<file path="config.mk">
export PLATFORM = sky130hd
export DESIGN_NAME = cpsl_ctrl
export DESIGN_NICKNAME = d
export VERILOG_FILES = /design/src/shared/cpsl_pkg.sv /design/src/core/cpsl_sync2.sv /design/src/core/cpsl_ctrl.sv
export VERILOG_INCLUDE_DIRS = /design/src /design/src/shared
export SDC_FILE = /design/constraint.sdc
export NUM_CORES = 1
export LEC_CHECK = 0
export ABC_AREA = 1
export BUFFER_PORTS_ARGS = -buffer_cell sky130_fd_sc_hd__buf_2
export CAP_MARGIN = 20
export CORE_MARGIN = 5
export CORE_UTILIZATION = 60
export DETAILED_ROUTE_END_ITERATION = 7
export PLACE_DENSITY = 0.8
export SLEW_MARGIN = 5
export SYNTH_ARGS = -nofsm -noshare
export SYNTH_HDL_FRONTEND = slang
export SYNTH_SLANG_ARGS = --single-unit
</file>
<file path="constraint.sdc">
create_clock -name pclk -period 4.9 [get_ports pclk]
set_input_delay 0.49 -clock pclk [delete_from_list [all_inputs] [get_ports pclk]]
set_output_delay 0.49 -clock pclk [all_outputs]
set_load 0.05 [all_outputs]
</file>
<file path="src/shared/cpsl_regs.svh">
// register map, reset values and timing figures of the control-pin block
`ifndef CPSL_REGS_SVH
`define CPSL_REGS_SVH
`define CPSL_NCH          4
`define CPSL_AW           8
`define CPSL_OFS_CTRL     8'h00
`define CPSL_OFS_DELAY    8'h04
`define CPSL_OFS_FMASK    8'h08
`define CPSL_OFS_PERIOD   8'h0C
`define CPSL_OFS_STATUS   8'h10
`define CPSL_RST_BEH      4'h0
`define CPSL_RST_MASK     4'h0
`define CPSL_RST_DELAY    20'h00000
`define CPSL_DLY_W        5
`define CPSL_DLY_STRIDE   8
`define CPSL_SLOT_SHIFT   5
`define CPSL_CLK_HZ       50000000
`define CPSL_PWM_HZ       1000
`define CPSL_CNT_W        16
`define CPSL_ST_ALIGN     0
`define CPSL_ST_EN        1
`define CPSL_ST_FAULT     2
`define CPSL_ST_RUN       4
`define CPSL_ST_RAW       8
`define CPSL_ST_MODE      12
`endif

</file>
<file path="src/shared/cpsl_pkg.sv">
// types shared by the control-pin block
package cpsl_pkg;
  typedef enum logic [1:0] {M_RESET, M_RUN, M_HOLD} cpsl_mode_e;
  typedef struct packed {
    logic [3:0]  beh;
    logic [3:0]  mask;
    logic [19:0] delay;
    logic [15:0] period;
  } cpsl_cfg_s;
  typedef struct packed {
    logic [3:0] run;
    logic [3:0] freeze;
    logic [3:0] start;
  } cpsl_chan_s;
endpackage

</file>
<file path="src/core/cpsl_sync2.sv">
// two-flop synchroniser for a group of asynchronous levels
`timescale 1ns/10ps
module cpsl_sync2 #(
  parameter int W = 1
) (
  input  wire logic         pclk,
  input  wire logic         presetn,
  input  wire logic [W-1:0] d,
  output logic      [W-1:0] q
);
  logic [W-1:0] meta;
  // first stage feeds only the second stage
  always_ff @(posedge pclk or negedge presetn) begin
    if (!presetn) begin
      meta <= '0;
      q    <= '0;
    end else begin
      meta <= d;
      q    <= meta;
    end
  end
endmodule

</file>
<file path="src/core/cpsl_ctrl.sv">
// control-pin logic: resets, enable, phase alignment, fault pin, apb registers
//
// Notes on behaviour
// - low analog or digital supply turns all channels off and restores defaults.
// - while chip reset pin is low, channels stay off, registers at defaults.
// - enable low turns each channel off or freezes it, per its setting.
// - after reset every channel is set to switch off on enable low.
// - all internal timing derives from the main clock.
// - serial messages are handled only while the main clock runs.
// - serial-domain signals are resynchronised into the main clock domain.
// - channel period start lags alignment edge by delay times period/32.
// - an alignment rising edge restarts the channel periods.
// - every alignment event sets a sticky status bit.
// - reading the status register clears the sticky alignment bit.
// - fault pin pulls low while any unmasked fault is present and no reset source is active.
//
// The address map and the APB register port were chosen for this implementation.
`timescale 1ns/10ps
`include "cpsl_regs.svh"
module cpsl_ctrl #(
  parameter int PERIOD_CLKS = `CPSL_CLK_HZ / `CPSL_PWM_HZ
) (
  input  wire logic                      pclk,
  input  wire logic                      presetn,
  input  wire logic                      psel,
  input  wire logic                      penable,
  input  wire logic                      pwrite,
  input  wire logic [`CPSL_AW-1:0]       paddr,
  input  wire logic [31:0]               pwdata,
  output logic      [31:0]               prdata,
  output logic                           pready,
  output logic                           pslverr,
  input  wire logic                      chip_reset_n,
  input  wire logic                      analog_supply_ok,
  input  wire logic                      digital_supply_ok,
  input  wire logic                      enable_pin,
  input  wire logic                      align_pin,
  input  wire logic                      serial_msg_toggle,
  input  wire logic [`CPSL_NCH-1:0]      fault_detect,
  output cpsl_pkg::cpsl_chan_s           chan,
  output logic                           serial_msg,
  output logic                           fault_out,
  output logic                           fault_oe_n
);
  import cpsl_pkg::*;

  // ****************************************************************
  // input synchronisation
  // ****************************************************************
  logic [5:0] pin_sync;
  logic       rst_pin_s;
  logic       sup_a_s;
  logic       sup_d_s;
  logic       en_s;
  logic       align_s;
  logic       tgl_s;

  // every pin is asynchronous to pclk, including the serial-domain toggle
  cpsl_sync2 #(.W(6)) u_sync (
    .pclk    (pclk),
    .presetn (presetn),
    .d       ({serial_msg_toggle, align_pin, enable_pin, digital_supply_ok, analog_supply_ok, chip_reset_n}),
    .q       (pin_sync)
  );
  assign {tgl_s, align_s, en_s, sup_d_s, sup_a_s, rst_pin_s} = pin_sync;

  // ****************************************************************
  // edge detection and chip mode
  // ****************************************************************
  cpsl_mode_e mode;
  cpsl_mode_e next_mode;
  logic       align_d;
  logic       tgl_d;
  logic       soft_rst;
  logic       align_rise;
  logic       tgl_edge;

  // any reset source forces defaults; synced, so glitch-free inside the core
  assign soft_rst   = !rst_pin_s || !sup_a_s || !sup_d_s;
  assign align_rise = align_s && !align_d;
  assign tgl_edge   = tgl_s ^ tgl_d;

  // mode follows the reset sources first, then the enable level
  always_comb begin
    if (soft_rst) begin
      next_mode = M_RESET;
    end else if (!en_s) begin
      next_mode = M_HOLD;
    end else begin
      next_mode = M_RUN;
    end
  end

  always_ff @(posedge pclk or negedge presetn) begin
    if (!presetn) begin
      mode    <= M_RESET;
      align_d <= 1'b0;
      tgl_d   <= 1'b0;
    end else begin
      mode    <= next_mode;
      align_d <= align_s;
      tgl_d   <= tgl_s;
    end
  end

  // ****************************************************************
  // apb register file
  // ****************************************************************
  cpsl_cfg_s  cfg;
  cpsl_cfg_s  next_cfg;
  logic       align_seen;
  logic       next_align_seen;
  logic [31:0] next_prdata;
  logic       next_pready;
  logic       next_pslverr;
  logic       acc_done;
  logic       hit;
  logic       stat_read;

  // a register that is hit decodes to one of the five word offsets
  function automatic logic addr_hit(input logic [`CPSL_AW-1:0] a);
    addr_hit = (a == `CPSL_OFS_CTRL) || (a == `CPSL_OFS_DELAY) || (a == `CPSL_OFS_FMASK)
            || (a == `CPSL_OFS_PERIOD) || (a == `CPSL_OFS_STATUS);
  endfunction

  assign acc_done  = psel && penable && pready;
  assign hit       = addr_hit(paddr);
  assign stat_read = acc_done && !pwrite && (paddr == `CPSL_OFS_STATUS);

  // no wait state: answer is prepared in the setup cycle, given in the access cycle
  always_comb begin
    next_pready  = psel && !penable && !pready;
    next_pslverr = psel && !penable && !hit;
    next_prdata  = 32'h0000_0000;
    if (psel && !penable && !pwrite) begin
      unique case (paddr)
        `CPSL_OFS_CTRL:   next_prdata[3:0]  = cfg.beh;
        `CPSL_OFS_DELAY:  begin
          for (int i = 0; i < `CPSL_NCH; i++) begin
            next_prdata[i*`CPSL_DLY_STRIDE +: `CPSL_DLY_W] = cfg.delay[i*`CPSL_DLY_W +: `CPSL_DLY_W];
          end
        end
        `CPSL_OFS_FMASK:  next_prdata[3:0]  = cfg.mask;
        `CPSL_OFS_PERIOD: next_prdata[15:0] = cfg.period;
        `CPSL_OFS_STATUS: begin
          next_prdata[`CPSL_ST_ALIGN]    = align_seen;
          next_prdata[`CPSL_ST_EN]       = en_s;
          next_prdata[`CPSL_ST_FAULT]    = !fault_oe_n;
          next_prdata[`CPSL_ST_RUN +: 4] = chan.run;
          next_prdata[`CPSL_ST_RAW +: 4] = fault_detect;
          next_prdata[`CPSL_ST_MODE +: 2] = mode;
        end
        default:          next_prdata = 32'h0000_0000;
      endcase
    end
  end

  // configuration writes; the internal reset restores every default
  always_comb begin
    next_cfg = cfg;
    if (soft_rst) begin
      next_cfg.beh    = `CPSL_RST_BEH;
      next_cfg.mask   = `CPSL_RST_MASK;
      next_cfg.delay  = `CPSL_RST_DELAY;
      next_cfg.period = 16'(PERIOD_CLKS);
    end else if (acc_done && pwrite) begin
      unique case (paddr)
        `CPSL_OFS_CTRL:   next_cfg.beh    = pwdata[3:0];
        `CPSL_OFS_DELAY:  begin
          for (int i = 0; i < `CPSL_NCH; i++) begin
            next_cfg.delay[i*`CPSL_DLY_W +: `CPSL_DLY_W] = pwdata[i*`CPSL_DLY_STRIDE +: `CPSL_DLY_W];
          end
        end
        `CPSL_OFS_FMASK:  next_cfg.mask   = pwdata[3:0];
        `CPSL_OFS_PERIOD: next_cfg.period = pwdata[15:0];
        default:          next_cfg = cfg;
      endcase
    end
  end

  // sticky alignment flag: a new event in the read cycle wins over the clear
  always_comb begin
    if (soft_rst) begin
      next_align_seen = 1'b0;
    end else if (align_rise) begin
      next_align_seen = 1'b1;
    end else if (stat_read) begin
      next_align_seen = 1'b0;
    end else begin
      next_align_seen = align_seen;
    end
  end

  always_ff @(posedge pclk or negedge presetn) begin
    if (!presetn) begin
      cfg.beh    <= `CPSL_RST_BEH;
      cfg.mask   <= `CPSL_RST_MASK;
      cfg.delay  <= `CPSL_RST_DELAY;
      cfg.period <= 16'(PERIOD_CLKS);
      align_seen <= 1'b0;
      prdata     <= 32'h0000_0000;
      pready     <= 1'b0;
      pslverr    <= 1'b0;
    end else begin
      cfg        <= next_cfg;
      align_seen <= next_align_seen;
      prdata     <= next_prdata;
      pready     <= next_pready;
      pslverr    <= next_pslverr;
    end
  end

  // ****************************************************************
  // period counter and channel control
  // ****************************************************************
  logic [`CPSL_CNT_W-1:0] cnt;
  logic [`CPSL_CNT_W-1:0] next_cnt;
  cpsl_chan_s             next_chan;
  logic                   next_serial_msg;
  logic                   next_fault_oe_n;

  // start point of a channel: delay slots of period/32 each
  function automatic logic [`CPSL_CNT_W-1:0] slot_pos(input logic [`CPSL_DLY_W-1:0] d,
                                                     input logic [`CPSL_CNT_W-1:0] per);
    logic [`CPSL_CNT_W+`CPSL_DLY_W-1:0] p;
    p = (per >> `CPSL_SLOT_SHIFT) * d;
    slot_pos = p[`CPSL_CNT_W-1:0];
  endfunction

  // all timing counts pclk; an alignment edge restarts the period
  always_comb begin
    if (soft_rst || align_rise) begin
      next_cnt = '0;
    end else if (cnt >= cfg.period - 16'h0001) begin
      next_cnt = '0;
    end else begin
      next_cnt = cnt + 16'h0001;
    end
  end

  // channel state: off in reset; enable low picks off or freeze per channel
  always_comb begin
    next_chan = chan;
    for (int i = 0; i < `CPSL_NCH; i++) begin
      unique case (mode)
        M_RESET: begin
          next_chan.run[i]    = 1'b0;
          next_chan.freeze[i] = 1'b0;
          next_chan.start[i]  = 1'b0;
        end
        M_HOLD: begin
          next_chan.run[i]    = chan.run[i] && cfg.beh[i];
          next_chan.freeze[i] = cfg.beh[i];
          next_chan.start[i]  = 1'b0;
        end
        M_RUN: begin
          next_chan.run[i]    = 1'b1;
          next_chan.freeze[i] = 1'b0;
          next_chan.start[i]  = !align_rise && (cnt == slot_pos(cfg.delay[i*`CPSL_DLY_W +: `CPSL_DLY_W],
                                                                cfg.period));
        end
      endcase
    end
  end

  // serial events are seen only through pclk, so a stopped clock drops them
  assign next_serial_msg = tgl_edge && !soft_rst;
  // open drain: enable low means the pin is pulled low
  assign next_fault_oe_n = soft_rst || !(|(fault_detect & ~cfg.mask));

  always_ff @(posedge pclk or negedge presetn) begin
    if (!presetn) begin
      cnt        <= '0;
      chan       <= '0;
      serial_msg <= 1'b0;
      fault_out  <= 1'b0;
      fault_oe_n <= 1'b1;
    end else begin
      cnt        <= next_cnt;
      chan       <= next_chan;
      serial_msg <= next_serial_msg;
      fault_out  <= 1'b0;
      fault_oe_n <= next_fault_oe_n;
    end
  end
endmodule

</file>
==> results of run 1 <==
## flip-flops by register name (all words and copies together) (netlist names)
signal and flops:
cfg 44, prdata 26, cnt 16, chan 12, u_sync.meta 6, u_sync.q 6
mode 2, align_d 1, align_seen 1, fault_oe_n 1, pready 1, pslverr 1
serial_msg 1, tgl_d 1
## layer usage
layer / part of all wire / vias to the layer above
li1: - / 5821
met4: 0.041 / 0
met5: 0 / -
met3: 0.090 / 107
met2: 0.46 / 564
met1: 0.41 / 5716
## worst max-delay path, stage by stage (launching register included)
cell and delay, ns:
dfstp_2 0.88, nand2_1 0.16, fa_1 0.59, fa_1 0.44
fa_1 0.49, inv_1 0.04, ha_1 0.35, a21oi_1 0.31
o21ai_0 0.17, nand2_1 0.12, nand3_1 0.10, nand2_1 0.07
nand2_1 0.06, or2_0 0.20, nand3_1 0.08, nor2_1 0.06
## power groups by stage
stage                     logic, uW  registers [uW]  clock network (uW)
final                           245            1050                1270
after global routing            276            1050                1330
after CTS                       245            1050                1280
after detailed placement        243            1060                   0
after global placement          234            1060                   0
after floorplan                 167            1040                   0
## placed cells by master, fill, tap and decap left out, types with 11 or more instances in the layout
cell type  instances
nand2_1          595
inv_1            337
ha_1             117
dfrtp_1          112
nor2_1           108
fa_1             108
nand3_1           93
buf_2             89
a21oi_1           56
o21ai_0           54
xor2_1            44
nor3_1            28
xnor2_1           23
clkbuf_16         17
buf_4             16
nand4_1           14
nand3b_1          11
## worst max path at each step
stage | startpoint | end
6_report | cfg[9]$_DFFE_PN1P_ | chan[1]$_DFF_PN0_
4_1_cts | cfg[8]$_DFFE_PN1P_ | chan[0]$_DFF_PN0_
3_3_place_gp | cfg[8]$_DFFE_PN1P_ | chan[0]$_DFF_PN0_
5_1_grt | cfg[8]$_DFFE_PN1P_ | chan[0]$_DFF_PN0_
2_1_floorplan | cfg[5]$_DFFE_PN0P_ | chan[0]$_DFF_PN0_
3_5_place_dp | cfg[8]$_DFFE_PN1P_ | chan[0]$_DFF_PN0_
## cell type report
cell class                      count  area share
Clock buffer                       18      0.0293
Clock inverter                     14      0.0113
Inverter                          346      0.0887
Multi-Input combinational cell   1336       0.604
Sequential cell                   119       0.204
Tap cell                          280      0.0239
Timing Repair Buffer              105      0.0386
## cells by family after synthesis
group	Yosys count
simple gates	884
buf+inv	421
fa+ha+maj	225
compound gates	151
flops	119
xor+xnor	69
other cells	1
## through the flow
step,cells,setup WS [ns]
after floorplan,1876,0.798
after global placement,2186,0.762
after detailed placement,2186,0.702
after CTS,2218,0.682
after global routing,2218,0.332
final,2218,0.639
==> metrics.txt, run 1 <==
register bit count reported by yosys=119; Max Cap Viol=0; full die area=0.0256 mm^2; # IOs=104; total track usage=0.295; clock transition at the registers of the reported paths=0.06 ns; Compound-Gate Fraction of Synth Area=0.0641; Worst Tran Pin Value=between 0.9 and 1 ns; Clock power frac=0.496; Worst Skew=0.0120 ns; RSZ-0062 raised after global routing=no; end of the worst register-to-register path=chan[1]$_DFF_PN0_; Yosys cell types=52; Area growth, synth to finish=8.73%; post-synthesis mux area share=0; pin count of the biggest net entering global routing=76; worst hold start=enable_pin; adder-cell share of the synthesized area=0.269; nets=2205; Num CTS Buffers=17; Critical Path AT=4.57 ns; Synth Area in XOR/XNOR=0.0469; Synth warnings=0; Total Power=2570 uW; Reg2Reg Depth=15; via count=12200; Mapped Area=0.0135 mm^2; DRC=0; vias in the first global route=12500; Starting Density=0.614; most frequent cells after synthesis=595 x nand2_1, 337 x inv_1, 117 x ha_1; status=finished, final reports clean; global-route met2 utilization=0.480; top cell type's share of synthesized area=0.208; Final GP Congestion=0.926; Synth Area per Inst=just over 7 um^2; grt peak-use layer=met2; Cell Int Power=approximately 1800 uW; Power Density=175 mW/mm^2; Setup CP Type=reg -> reg; htree depth=4; multi-input logic area=0.00885 mm^2; worst min path class=in -> reg; leak pwr=0.00814 uW; main combinational cell family by area after synthesis=simple AND/OR/NAND/NOR gates; total global routing overflow=0; minimum clock period=roughly 4.3 ns; hold depth=1; die height=160 um; initial DRC count=979; Critical Path Sink Type=flop; clock root cell=clkbuf_16; met1 Track Usage GR=0.386; Slew HR=0.370; TritonRoute pass-1 iters=5; top cell type by total area after synthesis=dfrtp_1; Reg area=0.00299 mm^2; hpwl dp=27600 um; initial antenna violation count=0; Tcrit/Tclk final=0.870; first-pass GRT wire length=61400 um; Critical Path RT=5.21 ns; Cell Area, Placed=0.0141 mm^2; Die W=around 160 um; Max FO, Critical Path=19; Synth area leaders=dfrtp_1 21%, nand2_1 17%, fa_1 16%, ha_1 11%, inv_1 9.4%; row count=between 50 and 60; synthesized instance count=roughly 1900; Max clock buf depth=2; CTS tree=yes; Vias per Instance=approximately 5.5; Filler Cells Inserted=1852; post_cts resized=0; Worst-Skew Late Latency=0.43 ns; Worst Hold Path EP=u_sync.meta[3]$_DFF_PN0_; setup violators final=0; share of synthesized cell area in and, or, nand and nor gates=0.275; main flop type after synthesis=dfrtp_1; Sw Share=0.280; Fin Setup TNS=0 ns; antenna-violating nets left=0; sequential-to-total area share from yosys stat=0.222; r2r setup slk=0.64 ns; r2r startpoint=cfg[9]$_DFFE_PN1P_; ys async rst share=1.00; Util after Layout=0.667; Fmax=0.235 GHz; PortBufs=90; Fin. Hold Viols=0; design area=~0.015 mm^2; Final Max Tran Viols=0; ANT cells=0; EDFF count, synth=0; critical path startpoint category=flop; clock sink count=119; combinational fraction of design power=0.096; hold slack=~0.16 ns; Worst VDD drop=0.000241 V; P_sw=~720 uW; aggregate routed wire length=36300 um; Seq pwr share=0.409; WL/cell=16.4 um; layout cells sized above 1=0.0975; most common cell in the netlist=nand2_1; M3 GR Usage=0.0572; Core Box Area=between 0.02 and 0.025 mm^2; setup bufs post-CTS=0; # hold bufs at CTS=0
(Power assumes the default switching activity.)
==> run 2: changes to the inputs <==
GPL_TIMING_DRIVEN = 0   (was default)
==> run 2 against run 1 <==
Net effect:
- die area unchanged
- sequential power about the same
- highest routed layer unchanged
- combinational power rose by 18%
- power increased by 4.1%
- sequential share of layout area down 0.43 points
- register-to-register slack lost 0.38 ns
- routed wire length up 4.7%
- critical path depth rose by 5
- first-iteration DRC count rose by 3.2%
- worst hold slack worse by 0.16 ns
- via count rose by 2.6%
==> metrics.txt, run 2 (synthesis results as in run 1) <==
vias in the first global route=12400 (-0.74%); r2r startpoint=cfg[7]$_DFFE_PN0P_; Fin. Hold Viols=0 (unchanged); design area=0.0150 mm^2 (+2.1%); Slew HR=0.376 (+0.00638); ANT cells=0 (unchanged); Critical Path RT=5.24 ns (+0.03 ns); most common cell after layout, fill and taps aside=nand2_1; Critical Path Sink Type=flop; commonest non-fill, non-tap cells in the layout=595 x nand2_1, 337 x inv_1, 117 x ha_1, 112 x dfrtp_1; layout cells sized above 1=0.100 (+0.00258); htree depth=4 (unchanged); Fmax=0.215 GHz (-8.2%); Worst Setup SP=cfg[7]$_DFFE_PN0P_; clock sink count=119 (unchanged); Starting Density=0.614 (unchanged); initial DRC count=1010 (+3.2%); full die area=0.0256 mm^2 (unchanged); WL/cell=16.7 um (+1.9%); status=finished, final reports clean; RSZ-0062 raised after global routing=no; clock transition at the registers of the reported paths=0.07 ns (about the same); initial antenna violation count=0 (unchanged); clock root cell=clkbuf_16; Tcrit/Tclk final=0.947 (+0.0775); Max Cap Viol=0 (unchanged); Cell Area, Placed=0.0143 mm^2 (+2.0%); crit path max-delay cell type=clkbuf_1; PortBufs=90 (unchanged); Critical Path AT=4.98 ns (+0.41 ns); die height=160 um (unchanged); Core Box Area=0.0220 mm^2 (unchanged); TritonRoute pass-1 iters=8 (+3); worst min path class=in -> async; Worst Skew=0.0212 ns (+0.00919 ns); row count=54 (unchanged); Max FO, Critical Path=10 (-9); Total Power=2670 uW (+4.1%); total global routing overflow=0 (unchanged); most flop-heavy register=cfg; CP max stage delay=0.58 ns (-0.30 ns); biggest regs=cfg x44, prdata x26, cnt x16; critical path startpoint category=flop; Final Max Tran Viols=0 (unchanged); Num CTS Buffers=17 (unchanged); Power Density=178 mW/mm^2 (+1.9%); max FFs per register=44 (unchanged); pin count of the biggest net entering global routing=68 (-11%); CP cell instances=clkbuf_1 > clkbuf_1 > nand2_1 > fa_1 > fa_1 > inv_1 > fa_1 > ha_1 > or2_2 > nand4_1 > nand2_1 > nand2_1 > nand2_1 > nand2_1 > nand2_1 > nand2_1 > nand2_1 > inv_1 > nand2_1 > nor2_1; Worst VDD drop=0.000316 V (+31%); Setup CP Type=reg -> reg; nets=2265 (+2.7%); via count=12500 (+2.6%); # hold bufs at CTS=0 (unchanged); hpwl dp=29600 um (+7.0%); Worst-Skew Late Latency=0.44 ns (about the same); setup violators final=0 (unchanged); Worst Tran Pin Value=0.936 ns (-0.00957 ns); leak pwr=0.00829 uW (+1.8%); Die W=160 um (unchanged); Max clock buf depth=2 (unchanged); # IOs=104 (unchanged); minimum clock period=4.64 ns (+0.380 ns); CTS tree=yes; first-pass GRT wire length=61900 um (+0.78%); Area growth, synth to finish=11.1%; most frequent CP cell=nand2_1; total track usage=0.301 (+0.00610); DRC=0 (unchanged); antenna-violating nets left=0 (unchanged); Final GP Congestion=0.943 (+1.8%); aggregate routed wire length=38000 um (+4.7%); Vias per Instance=5.50 (about the same)
run 2: cell types whose count changed in the layout (fill, tap and decap cells not counted), sizes merged:
| cell | previous run | this run |
|---|---|---|
| clkinvlp | 1 | 0 |
| clkbuf | 18 | 67 |
| buf | 105 | 115 |
| inv | 351 | 353 |
run 2: area by class of cell:
| class | instances | area, um^2 |
|---|---|---|
| multi-input combinational | 1336 | 8850 |
| fill | 1801 | 7000 |
| sequential | 119 | 2990 |
| inverter | 346 | 1300 |
| timing repair buffer | 91 | 484 |
| clock buffer | 17 | 425 |
| buffer | 74 | 354 |
| tap | 280 | 350 |
| clock inverter | 15 | 209 |
run 2: worst max-delay path: cells and delay by family (launching register included):
kind	cells	cell delay [ns]
flops	1	0.33
simple gates	12	1.40
fa+ha+maj	4	1.82
buf+inv	4	0.96
run 2: routing by layer:
layer | wire, um | global-route usage | vias up
met5 | 0 | 0 | -
met3 | 3550 | 0.0513 | 117
li1 | - | - | 5940
met2 | 17000 | 0.478 | 600
met1 | 15800 | 0.411 | 5870
met4 | 1600 | 0.126 | 0
run 2: repair_timing:
| item | in CTS | in global routing |
|---|---|---|
| resized for setup | 1 | 0 |
| buffers inserted | 0 | 0 |
| hold endpoints to repair | 0 | 0 |
| setup endpoints to repair | 2 | 3 |
| pin swaps | 0 | 0 |
run 2: worst paths after layout:
path | end | slack [ns] | depth (start not counted)
worst max-delay path | chan[1]$_DFF_PN0_ | 0.26 | 20
worst min-delay path | u_sync.q[3]$_DFF_PN0_ | 0.006 | 1
worst max register to register | chan[1]$_DFF_PN0_ | 0.26 | 20
worst min register to register | u_sync.q[5]$_DFF_PN0_ | 0.35 | 0
max in group asynchronous | cfg[15]$_DFFE_PN1P_ | 4.14 | 2
min in group pclk | u_sync.meta[3]$_DFF_PN0_ | 0.16 | 1
run 2: power breakdown:
part | switching, uW | internal (uW) | total, uW
combinational | 202 | 86.8 | 289
sequential | 18.2 | 1000 | 1020
clock | 575 | 785 | 1360
run 2: metrics by stage:
stage,hold WS (ns),utilization,instances,setup WS [ns],TNS (ns)
floorplan,0.194,-,1876,0.798,0
global placement,0.332,0.651,2246,-0.0215,-0.0215
detailed placement,0.336,0.653,2247,-0.110,-0.124
CTS,0.0171,0.682,2279,0.0297,0
global route,0.0348,0.681,2278,0.000542,0
finish,0.00645,0.681,2278,0.259,0
